`src/crb_pkg.sv`:
```
/*
  crb_pkg: constants shared by the receive buffering block and its testbench.
  assumes a single 20 MHz device clock and an 8-bit register port.
*/
package crb_pkg;
  // receive mode encodings
  localparam logic [1:0] MODE_FILTERED = 2'h0;
  localparam logic [1:0] MODE_STD_ONLY = 2'h1;
  localparam logic [1:0] MODE_EXT_ONLY = 2'h2;
  localparam logic [1:0] MODE_ANY = 2'h3;
  // field positions in the buffer control registers
  localparam int RXM_LSB = 5;
  localparam int RTR_BIT = 3;
  localparam int ROLL_BIT = 2;
  localparam int ROLL_COPY_BIT = 1;
  // field positions in the full pin control register
  localparam int PIN_MODE_LSB = 0;
  localparam int PIN_EN_LSB = 2;
  localparam int PIN_STATE_LSB = 4;
  // register indices on the register port
  localparam logic [2:0] REG_HIGH_PRIORITY_RX_BUFFER_CTRL = 3'h0;
  localparam logic [2:0] REG_LOW_PRIORITY_RX_BUFFER_CTRL = 3'h1;
  localparam logic [2:0] REG_PIN_CTRL = 3'h2;
  localparam logic [2:0] REG_INT_EN = 3'h3;
  localparam logic [2:0] REG_INT_FLAG = 3'h4;
  localparam logic [2:0] REG_ERR_FLAG = 3'h5;
  // values after reset
  localparam logic [7:0] CTRL_RESET = 8'h00;
  localparam logic [7:0] PIN_RESET = 8'h00;
  localparam logic [1:0] IEN_RESET = 2'h0;
  // number of filters per buffer
  localparam int HI_FILTERS = 2;
  localparam int LO_FILTERS = 4;
endpackage : crb_pkg

```
`src/crb_fifo.sv`:
```
/*
  crb_fifo: small synchronous fifo with valid/ready on both sides.
  assumes one clock and synchronous active low reset.
*/
`timescale 1ns/1ps
module crb_fifo #(
  parameter int WIDTH = 8,
  parameter int DEPTH = 8
) (
  // clock and reset
  input wire logic clk_i,
  input wire logic rst_n_i,
  // fill side
  input wire logic in_valid_i,
  output logic in_ready_o,
  input wire logic [WIDTH-1:0] in_data_i,
  // drain side
  output logic out_valid_o,
  input wire logic out_ready_i,
  output logic [WIDTH-1:0] out_data_o
);
  localparam int AW = $clog2(DEPTH);
  logic [WIDTH-1:0] mem [DEPTH];
  logic [AW-1:0] wr_ptr;
  logic [AW-1:0] rd_ptr;
  logic [AW:0] count;
  logic push;
  logic pop;

  // handshake terms
  assign in_ready_o = (count != (AW+1)'(DEPTH));
  assign out_valid_o = (count != '0);
  assign push = in_valid_i && in_ready_o;
  assign pop = out_valid_o && out_ready_i;
  assign out_data_o = mem[rd_ptr];

  // storage
  always_ff @(posedge clk_i) begin
    if (push) begin
      mem[wr_ptr] <= in_data_i;
    end
  end

  // pointers and fill level
  always_ff @(posedge clk_i) begin
    if (!rst_n_i) begin
      wr_ptr <= '0;
      rd_ptr <= '0;
      count <= '0;
    end else begin
      if (push) begin
        wr_ptr <= (wr_ptr == AW'(DEPTH-1)) ? '0 : wr_ptr + 1'b1;
      end
      if (pop) begin
        rd_ptr <= (rd_ptr == AW'(DEPTH-1)) ? '0 : rd_ptr + 1'b1;
      end
      count <= count + (AW+1)'(push) - (AW+1)'(pop);
    end
  end
endmodule : crb_fifo

```
`src/crb_rx_buffering.sv`:
```
/*
  crb_rx_buffering: assembly store, two prioritized receive buffers, full flags,
  interrupt and buffer full pins of a standalone can controller.
  assumes the protocol engine streams frame bytes on the clock, with start, end
  and error marks, and delivers the filter match vectors at frame end; the
  serial register port is decoded outside into an 8-bit read/write strobe port.
*/
`timescale 1ns/1ps
module crb_rx_buffering #(
  parameter int FRAME_BYTES = 13,
  parameter int FIFO_DEPTH = 8
) (
  // clock and reset
  input wire logic CLK_I,
  input wire logic RST_N_I,
  // byte stream from the protocol engine
  input wire logic RX_VALID_I,
  output logic RX_READY_O,
  input wire logic [7:0] RX_DATA_I,
  input wire logic RX_SOF_I,
  input wire logic RX_EOF_I,
  input wire logic RX_ERR_I,
  // frame attributes at end of frame
  input wire logic RX_EXT_I,
  input wire logic RX_RTR_I,
  input wire logic [5:0] FILT_HIT_I,
  input wire logic [5:0] FILT_EXT_I,
  // register port
  input wire logic REG_WR_I,
  input wire logic REG_RD_I,
  input wire logic [2:0] REG_ADDR_I,
  input wire logic [7:0] REG_WDATA_I,
  output logic [7:0] REG_RDATA_O,
  // buffer data read port
  input wire logic BUF_SEL_I,
  input wire logic [3:0] BUF_IDX_I,
  output logic [7:0] BUF_DATA_O,
  // pins
  output logic INT_N_O,
  output logic BUF0_FULL_N_O,
  output logic BUF1_FULL_N_O,
  output logic OVERFLOW_O
);
  logic [7:0] asm_store [FRAME_BYTES];
  logic [7:0] hi_buf [FRAME_BYTES];
  logic [7:0] lo_buf [FRAME_BYTES];
  logic [3:0] wr_idx;
  logic f_valid;
  logic f_ready;
  logic [7:0] f_data;
  logic [1:0] mode0;
  logic [1:0] mode1;
  logic roll_en;
  logic [3:0] stat0;
  logic [3:0] stat1;
  logic [1:0] rx_full_flag;
  logic [1:0] rx_full_irq_enable;
  logic [1:0] ovf_flag;
  logic [5:0] pin_ctrl;
  logic ev_done;
  logic [5:0] hit_ok;
  logic hit0;
  logic hit1;
  logic [2:0] idx0;
  logic [2:0] idx1;
  logic take0;
  logic take1;
  logic roll;
  logic ovf0;
  logic ovf1;
  logic [1:0] next_full;

  // engine bytes are buffered before the assembly store
  crb_fifo #(.WIDTH(8), .DEPTH(FIFO_DEPTH)) u_fifo (
    .clk_i(CLK_I),
    .rst_n_i(RST_N_I),
    .in_valid_i(RX_VALID_I),
    .in_ready_o(RX_READY_O),
    .in_data_i(RX_DATA_I),
    .out_valid_o(f_valid),
    .out_ready_i(f_ready),
    .out_data_o(f_data)
  );
  // drain stalls while a frame end is decided
  assign f_ready = !ev_done;

  // assembly store fills regardless of buffer state
  always_ff @(posedge CLK_I) begin
    if (f_valid && f_ready && wr_idx < 4'(FRAME_BYTES)) begin
      asm_store[wr_idx] <= f_data;
    end
  end

  // write index restarts at frame start
  always_ff @(posedge CLK_I) begin
    if (!RST_N_I) begin
      wr_idx <= 4'h0;
    end else if (RX_SOF_I) begin
      wr_idx <= 4'h0;
    end else if (f_valid && f_ready && wr_idx < 4'(FRAME_BYTES)) begin
      wr_idx <= wr_idx + 4'h1;
    end
  end

  // frame end event: good end, or error while the high priority buffer is in mode 11
  assign ev_done = RX_EOF_I || (RX_ERR_I && mode0 == crb_pkg::MODE_ANY);

  // filter qualification by receive mode per filter
  for (genvar g = 0; g < 6; g++) begin : g_filt
    logic [1:0] m;
    assign m = (g < crb_pkg::HI_FILTERS) ? mode0 : mode1;
    assign hit_ok[g] = FILT_HIT_I[g] && (FILT_EXT_I[g] == RX_EXT_I) &&
      !(m == crb_pkg::MODE_STD_ONLY && FILT_EXT_I[g]) &&
      !(m == crb_pkg::MODE_EXT_ONLY && !FILT_EXT_I[g]);
  end

  // acceptance and destination choice
  always_comb begin
    hit0 = (|hit_ok[1:0]) || mode0 == crb_pkg::MODE_ANY;
    hit1 = (|hit_ok[5:2]) || mode1 == crb_pkg::MODE_ANY;
    idx0 = hit_ok[0] ? 3'h0 : 3'h1;
    idx1 = hit_ok[2] ? 3'h2 : hit_ok[3] ? 3'h3 : hit_ok[4] ? 3'h4 : 3'h5;
    roll = roll_en && hit0 && rx_full_flag[0];
    take0 = ev_done && hit0 && !rx_full_flag[0];
    take1 = ev_done && !take0 && (hit1 || roll) && !rx_full_flag[1];
    ovf0 = ev_done && hit0 && rx_full_flag[0] && !roll;
    ovf1 = ev_done && !take0 && (hit1 || roll) && rx_full_flag[1];
    if (roll) begin
      idx1 = idx0;
    end
  end

  // whole-buffer copy on acceptance
  always_ff @(posedge CLK_I) begin
    for (int i = 0; i < FRAME_BYTES; i++) begin
      if (take0) begin
        hi_buf[i] <= asm_store[i];
      end
      if (take1) begin
        lo_buf[i] <= asm_store[i];
      end
    end
  end

  // full flags: hardware set wins over host clear
  always_comb begin
    next_full = rx_full_flag;
    if (REG_WR_I && REG_ADDR_I == crb_pkg::REG_INT_FLAG) begin
      next_full = rx_full_flag & REG_WDATA_I[1:0];
    end
    if (take0) begin
      next_full[0] = 1'b1;
    end
    if (take1) begin
      next_full[1] = 1'b1;
    end
  end

  // status and flag registers
  always_ff @(posedge CLK_I) begin
    if (!RST_N_I) begin
      rx_full_flag <= 2'h0;
      ovf_flag <= 2'h0;
      stat0 <= 4'h0;
      stat1 <= 4'h0;
    end else begin
      rx_full_flag <= next_full;
      if (REG_WR_I && REG_ADDR_I == crb_pkg::REG_ERR_FLAG) begin
        ovf_flag <= (ovf_flag & REG_WDATA_I[1:0]) | {ovf1, ovf0};
      end else begin
        ovf_flag <= ovf_flag | {ovf1, ovf0};
      end
      if (take0) begin
        stat0 <= {RX_RTR_I, 2'h0, idx0[0]};
      end
      if (take1) begin
        stat1 <= {RX_RTR_I, idx1};
      end
    end
  end

  // host writable configuration
  always_ff @(posedge CLK_I) begin
    if (!RST_N_I) begin
      mode0 <= crb_pkg::CTRL_RESET[6:5];
      mode1 <= crb_pkg::CTRL_RESET[6:5];
      roll_en <= crb_pkg::CTRL_RESET[2];
      pin_ctrl <= crb_pkg::PIN_RESET[5:0];
      rx_full_irq_enable <= crb_pkg::IEN_RESET;
    end else if (REG_WR_I) begin
      case (REG_ADDR_I)
        crb_pkg::REG_HIGH_PRIORITY_RX_BUFFER_CTRL: begin
          mode0 <= REG_WDATA_I[crb_pkg::RXM_LSB +: 2];
          roll_en <= REG_WDATA_I[crb_pkg::ROLL_BIT];
        end
        crb_pkg::REG_LOW_PRIORITY_RX_BUFFER_CTRL: mode1 <= REG_WDATA_I[crb_pkg::RXM_LSB +: 2];
        crb_pkg::REG_PIN_CTRL: pin_ctrl <= REG_WDATA_I[5:0];
        crb_pkg::REG_INT_EN: rx_full_irq_enable <= REG_WDATA_I[1:0];
        default: ;
      endcase
    end
  end

  // register read mux, registered data
  always_ff @(posedge CLK_I) begin
    if (!RST_N_I) begin
      REG_RDATA_O <= 8'h00;
    end else if (REG_RD_I) begin
      case (REG_ADDR_I)
        crb_pkg::REG_HIGH_PRIORITY_RX_BUFFER_CTRL: REG_RDATA_O <= {1'b0, mode0, 1'b0, stat0[3], roll_en,
          roll_en, stat0[0]};
        crb_pkg::REG_LOW_PRIORITY_RX_BUFFER_CTRL: REG_RDATA_O <= {1'b0, mode1, 1'b0, stat1};
        crb_pkg::REG_PIN_CTRL: REG_RDATA_O <= {2'h0,
          pin_ctrl[5] & ~pin_ctrl[1], pin_ctrl[4] & ~pin_ctrl[0], pin_ctrl[3:0]};
        crb_pkg::REG_INT_EN: REG_RDATA_O <= {6'h00, rx_full_irq_enable};
        crb_pkg::REG_INT_FLAG: REG_RDATA_O <= {6'h00, rx_full_flag};
        crb_pkg::REG_ERR_FLAG: REG_RDATA_O <= {6'h00, ovf_flag};
        default: REG_RDATA_O <= 8'h00;
      endcase
    end
  end

  // buffer data read, either buffer while the other receives
  always_ff @(posedge CLK_I) begin
    if (!RST_N_I) begin
      BUF_DATA_O <= 8'h00;
    end else if (BUF_IDX_I < 4'(FRAME_BYTES)) begin
      BUF_DATA_O <= BUF_SEL_I ? lo_buf[BUF_IDX_I] : hi_buf[BUF_IDX_I];
    end else begin
      BUF_DATA_O <= 8'h00;
    end
  end

  // interrupt and buffer full pins, idle high when disabled
  always_ff @(posedge CLK_I) begin
    if (!RST_N_I) begin
      INT_N_O <= 1'b1;
      BUF0_FULL_N_O <= 1'b1;
      BUF1_FULL_N_O <= 1'b1;
      OVERFLOW_O <= 1'b0;
    end else begin
      INT_N_O <= !(|(next_full & rx_full_irq_enable));
      BUF0_FULL_N_O <= !pin_ctrl[2] ? 1'b1 : pin_ctrl[0] ? !next_full[0]
        : pin_ctrl[4];
      BUF1_FULL_N_O <= !pin_ctrl[3] ? 1'b1 : pin_ctrl[1] ? !next_full[1]
        : pin_ctrl[5];
      OVERFLOW_O <= |(ovf_flag | {ovf1, ovf0});
    end
  end

  // checks; the pins lag a register write by one cycle, hence the past and stable terms
  chk_full_set: assert property (@(posedge CLK_I) disable iff (!RST_N_I)
    take0 |=> rx_full_flag[0]) else $error("full flag not set on load");
  chk_no_load_full: assert property (@(posedge CLK_I) disable iff (!RST_N_I)
    rx_full_flag[1] |-> !take1) else $error("load into full buffer");
  chk_int_pin: assert property (@(posedge CLK_I) disable iff (!RST_N_I)
    (rx_full_flag[0] && $past(rx_full_irq_enable[0])) |-> !INT_N_O)
    else $error("interrupt pin not asserted");
  chk_roll_dest: assert property (@(posedge CLK_I) disable iff (!RST_N_I)
    (ev_done && roll && !rx_full_flag[1]) |-> take1 && !ovf0)
    else $error("rollover not taken");
  chk_ovf_raise: assert property (@(posedge CLK_I) disable iff (!RST_N_I)
    ovf0 |=> ovf_flag[0] && OVERFLOW_O) else $error("overflow lost");
  chk_mode_any: assert property (@(posedge CLK_I) disable iff (!RST_N_I)
    (ev_done && mode0 == crb_pkg::MODE_ANY && !rx_full_flag[0]) |-> take0)
    else $error("mode 11 frame dropped");
  chk_pin_irq: assert property (@(posedge CLK_I) disable iff (!RST_N_I)
    (pin_ctrl[2] && pin_ctrl[0] && rx_full_flag[0] && $stable(pin_ctrl)) |-> !BUF0_FULL_N_O)
    else $error("pin not following flag");
  chk_pin_out: assert property (@(posedge CLK_I) disable iff (!RST_N_I)
    (pin_ctrl[3] && !pin_ctrl[1] && $stable(pin_ctrl)) |-> BUF1_FULL_N_O == pin_ctrl[5])
    else $error("output pin state wrong");
  chk_std_only: assert property (@(posedge CLK_I) disable iff (!RST_N_I)
    (mode1 == crb_pkg::MODE_STD_ONLY) |-> !(|(hit_ok[5:2] & FILT_EXT_I[5:2])))
    else $error("extended filter matched in mode 01");
  chk_pin_off: assert property (@(posedge CLK_I) disable iff (!RST_N_I)
    (!pin_ctrl[2] && $stable(pin_ctrl)) |-> BUF0_FULL_N_O)
    else $error("disabled pin not high");
  chk_hi_first: assert property (@(posedge CLK_I) disable iff (!RST_N_I)
    (ev_done && hit0 && !rx_full_flag[0]) |-> take0 && !take1)
    else $error("low buffer took a high buffer frame");
  chk_asm_fill: assert property (@(posedge CLK_I) disable iff (!RST_N_I)
    (f_valid && f_ready && !RX_SOF_I && wr_idx < 4'(FRAME_BYTES))
    |=> wr_idx == $past(wr_idx) + 4'h1) else $error("assembly index stalled");
endmodule : crb_rx_buffering

```
`config.mk`:
```
export PLATFORM = sky130hd
export DESIGN_NAME = crb_rx_buffering
export DESIGN_NICKNAME = d
export VERILOG_FILES = /design/src/crb_pkg.sv /design/src/crb_fifo.sv /design/src/crb_rx_buffering.sv
export SDC_FILE = /design/constraint.sdc
export NUM_CORES = 1
export LEC_CHECK = 0
export ABC_AREA = 1
export BUFFER_PORTS_ARGS = -buffer_cell sky130_fd_sc_hd__buf_4
export CAP_MARGIN = 20
export CORE_UTILIZATION = 55
export CTS_CLUSTER_SIZE = 25
export DETAILED_ROUTE_END_ITERATION = 10
export PLACE_DENSITY = 0.77
export SYNTH_ARGS = -nofsm -noshare
export SYNTH_HDL_FRONTEND = slang
export SYNTH_SLANG_ARGS = --single-unit
```
`constraint.sdc`:
```
create_clock -name CLK_I -period 9.65 [get_ports CLK_I]
set_input_delay 0 -clock CLK_I [delete_from_list [all_inputs] [get_ports CLK_I]]
set_output_delay 0 -clock CLK_I [all_outputs]
set_load 0.005 [all_outputs]
```
==> results.ini <==
[placed_design]
gp_congestion = 0.885
port_buffers = 64
post_dp_cell_area_sq_um = 17400
dp_slack_ns = 6.57
dpl.hpwl_mm = 19.8

[setup_path]
startpoint_type = register
reg2regPathDepth = 10
worst-setup-path-type = reg2reg
path_common_cell = nand2_1
slowest_stage = buf_4
rr_startpoint = g_filt[0].m[0]$_SDFFE_PN0P_
crit_path_max_fanout = 65
worstPathArrival_ns = 3.21
cp_cell_sequence = inv_1 > nand2_1 > nand2_1 > nand2_1 > nand2_2 > nand3_4 > a21oi_2 > nand3_2 > inv_4 > buf_4
crit_path_end_kind = register
rrSetupSlack_ns = 6.60
required_ns = 9.81
timing.rr.end = lo_buf[10][3]$_DFFE_PP_
slowest_delay_ns = 0.81

[floorplan]
initial_core_util = 0.560
row_count = 63
io_pins = 67
core_area_sq_um = 29600
die_y_um = 176
dieArea_sq_um = 30900
die-width_um = 176

[synthesis]
synthMuxAreaShare = 0
synth-simple-area-share = 0.0961
synth-compound-area-share = 0.103
synth_edf_count = 376
yosysWarnings = 0
syn_inst = 1281
synthXorXnorAreaFrac = 0.000528
syn-num-nets = 1343
yosysSeqAreaShare = 0.752
synthArstFlopShare = 0
synth_flop_cell = edfxtp_1
netlist_area_sq_um = 16600
ys_seq_elements = 435
synthAdderAreaFrac = 0.0125
synth_top_family_by_area = compound AO/OA/AOI/OAI gates
synth_area_per_cell_sq_um = 13.0
ys_types = 43

[route]
drt_iter0_markers = 1024
dr.pass1.iters = 5
avgViaCountPerCell = 5.65
wl_mm = 33.5
wire_per_inst_um = 18.5
drc = 0
ant_nets = 0
vias = 10213

[job]
maxCapViolations = 0

[sta]
fin_worst_skew_ns = 0.0297
max_freq_mhz = 327
worstMarginPinSlew_ns = 1.15
tns_ns = 0
setup_ws_ns = 6.60
slew_headroom = 0.226
rsz0062_at_grt = false
finalHoldViolCount = 0
maxSlewViolCount = 0
period_share = 0.317
setup_violations = 0
layout_min_cycle_time_ns = 3.05
whs_ns = 0.0216

[final_layout]
area_delta_synth_final_pct = 14.8
final_cell_mix = edfxtp_1 (376), nor2_1 (182), nand2_1 (150)
layout-drive-gt1-share = 0.111
antennaDiodeCount = 0
final_common_cell = edfxtp_1
final_area_sq_um = 19000
fin_nets = 1449

[global_routing]
grt_usage = 0.219
grt_pass1_vias = 10431
grt_pass1_wl_mm = 52.0
grt_max_degree = 83
antenna_found_initial = 0
grt_overflow = 0

[power_and_ir_drop]
powerDensity_nw_per_um2 = 229
pwr-share-comb = 0.135
power.total_w = 0.00436
p_sw_w = 0.00110
sw_frac_of_total = 0.252
p_int_w = 0.00326
p_leak_nw = 6.74
vdd_drop_max_v = 0.000198
p_seq_frac = 0.532
pwr-share-clk = 0.333

[clocking]
cts.sinks = 435
cts_buffer_depth = 3
clk_pin_slew_ns = 0.06
cts_inserted_buffers = 41
clockRootBuffer = clkbuf_16
cts_tree = done
h-tree-depth = 2
postCtsSetupRepairBufs = 0
clock_latency_ns = 0.54

[hold_path]
hold_start = FILT_HIT_I[0]
worstHoldEndpoint = stat0[0]$_SDFFE_PN0P_
hold_path_depth = 5
min_path_type = in2reg

[outcome]
status = completed

[metal layers]
layer | share of wire | track usage
met1 | 0.40 | 0.267
met2 | 0.51 | 0.397
met3 | 0.067 | 0.0299
met4 | 0.027 | 0.0775
met5 | 0 | 0
[metrics by stage]
step / util / cells
6_report: 0.643 / 1808
5_1_grt: 0.643 / 1808
4_1_cts: 0.642 / 1807
3_5_place_dp: 0.587 / 1690
3_3_place_gp: 0.587 / 1689
2_1_floorplan: - / 1281
[final cells by class]
type	instances	area (sq um)
Multi-Input combinational cell	701	3540
Tap cell	390	488
Timing Repair Buffer	121	1020
Clock inverter	15	76.3
Inverter	87	334
Clock buffer	59	1120
Fill cell	2138	10600
Sequential cell	435	12500
[registers in the layout, indices dropped and copies added, names as in the netlist, 2 cells and up, named ones only]
signal	cells
g_filt.m	4
u_fifo.mem	64
pin_ctrl	6
stat1	4
rx_full_irq_enable	2
u_fifo.rd_ptr	3
u_fifo.wr_ptr	3
BUF_DATA_O	8
u_fifo.count	4
rx_full_flag	2
asm_store	104
REG_RDATA_O	7
ovf_flag	2
wr_idx	4
stat0	2
lo_buf	104
hi_buf	104
[cell families (layout without fill, tap and decap cells)]
kind of cell    count (synthesis)  count (layout)
simple gates                  395             395
compound gates                288             288
other cells                     1               1
fa+ha+maj                      16              16
flops                         435             435
buf+inv                       145             282
xor+xnor                        1               1
[how the worst max path moves through the flow]
stage          depth (start not counted)                   startpoint  slack, ns                 endpoint
3_3_place_gp                          10  g_filt[0].m[0]$_SDFFE_PN0P_       6.62  lo_buf[11][7]$_DFFE_PP_
5_1_grt                               10  g_filt[0].m[0]$_SDFFE_PN0P_       6.36  lo_buf[10][7]$_DFFE_PP_
4_1_cts                               10  g_filt[0].m[0]$_SDFFE_PN0P_       6.58   lo_buf[6][7]$_DFFE_PP_
3_5_place_dp                          10  g_filt[0].m[0]$_SDFFE_PN0P_       6.57  lo_buf[10][1]$_DFFE_PP_
6_report                              10  g_filt[0].m[0]$_SDFFE_PN0P_       6.60  lo_buf[10][3]$_DFFE_PP_
2_1_floorplan                         10  g_filt[0].m[0]$_SDFFE_PN0P_       6.07   lo_buf[0][0]$_DFFE_PP_
[cell usage after synthesis, types with 2 or more instances]
cell type	count	area [sq um]
dfxtp_1	59	1180
a21oi_1	39	195
buf_2	18	90.1
inv_1	81	304
nor2_2	3	18.8
nand3_1	39	195
buf_1	4	15.0
o21ai_2	2	17.5
clkbuf_1	30	113
nor2_1	182	683
o211ai_1	25	188
a31oi_1	8	50.1
o21ai_1	2	10.0
edfxtp_1	376	11300
buf_4	3	22.5
a211oi_1	2	15.0
ha_1	15	188
buf_6	2	22.5
o211a_1	2	20.0
inv_2	5	18.8
o22ai_1	47	294
o221ai_1	16	140
nand2_1	150	563
nand2_2	9	56.3
nor3_1	9	45.0
o21ai_0	136	681
[power groups by stage]
stage	sequential (W)	combinational (W)	clock, W
3_5_place_dp	0.00236	0.000565	0
4_1_cts	0.00232	0.000585	0.00147
5_1_grt	0.00233	0.000655	0.00154
6_report	0.00232	0.000591	0.00145
2_1_floorplan	0.00235	0.000351	0
3_3_place_gp	0.00236	0.000539	0
[worst max-delay path: cells and delay by family (launching register included)]
kind	cells	cell delay, ns
flops	1	0.34
buf+inv	3	1.44
compound gates	1	0.17
simple gates	6	0.72
[what timing repair did]
item                      in CTS  in global routing
hold buffers                  43                  0
hold endpoints to repair     119                  0
resized for setup              0                  0
(Power assumes the default switching activity.)
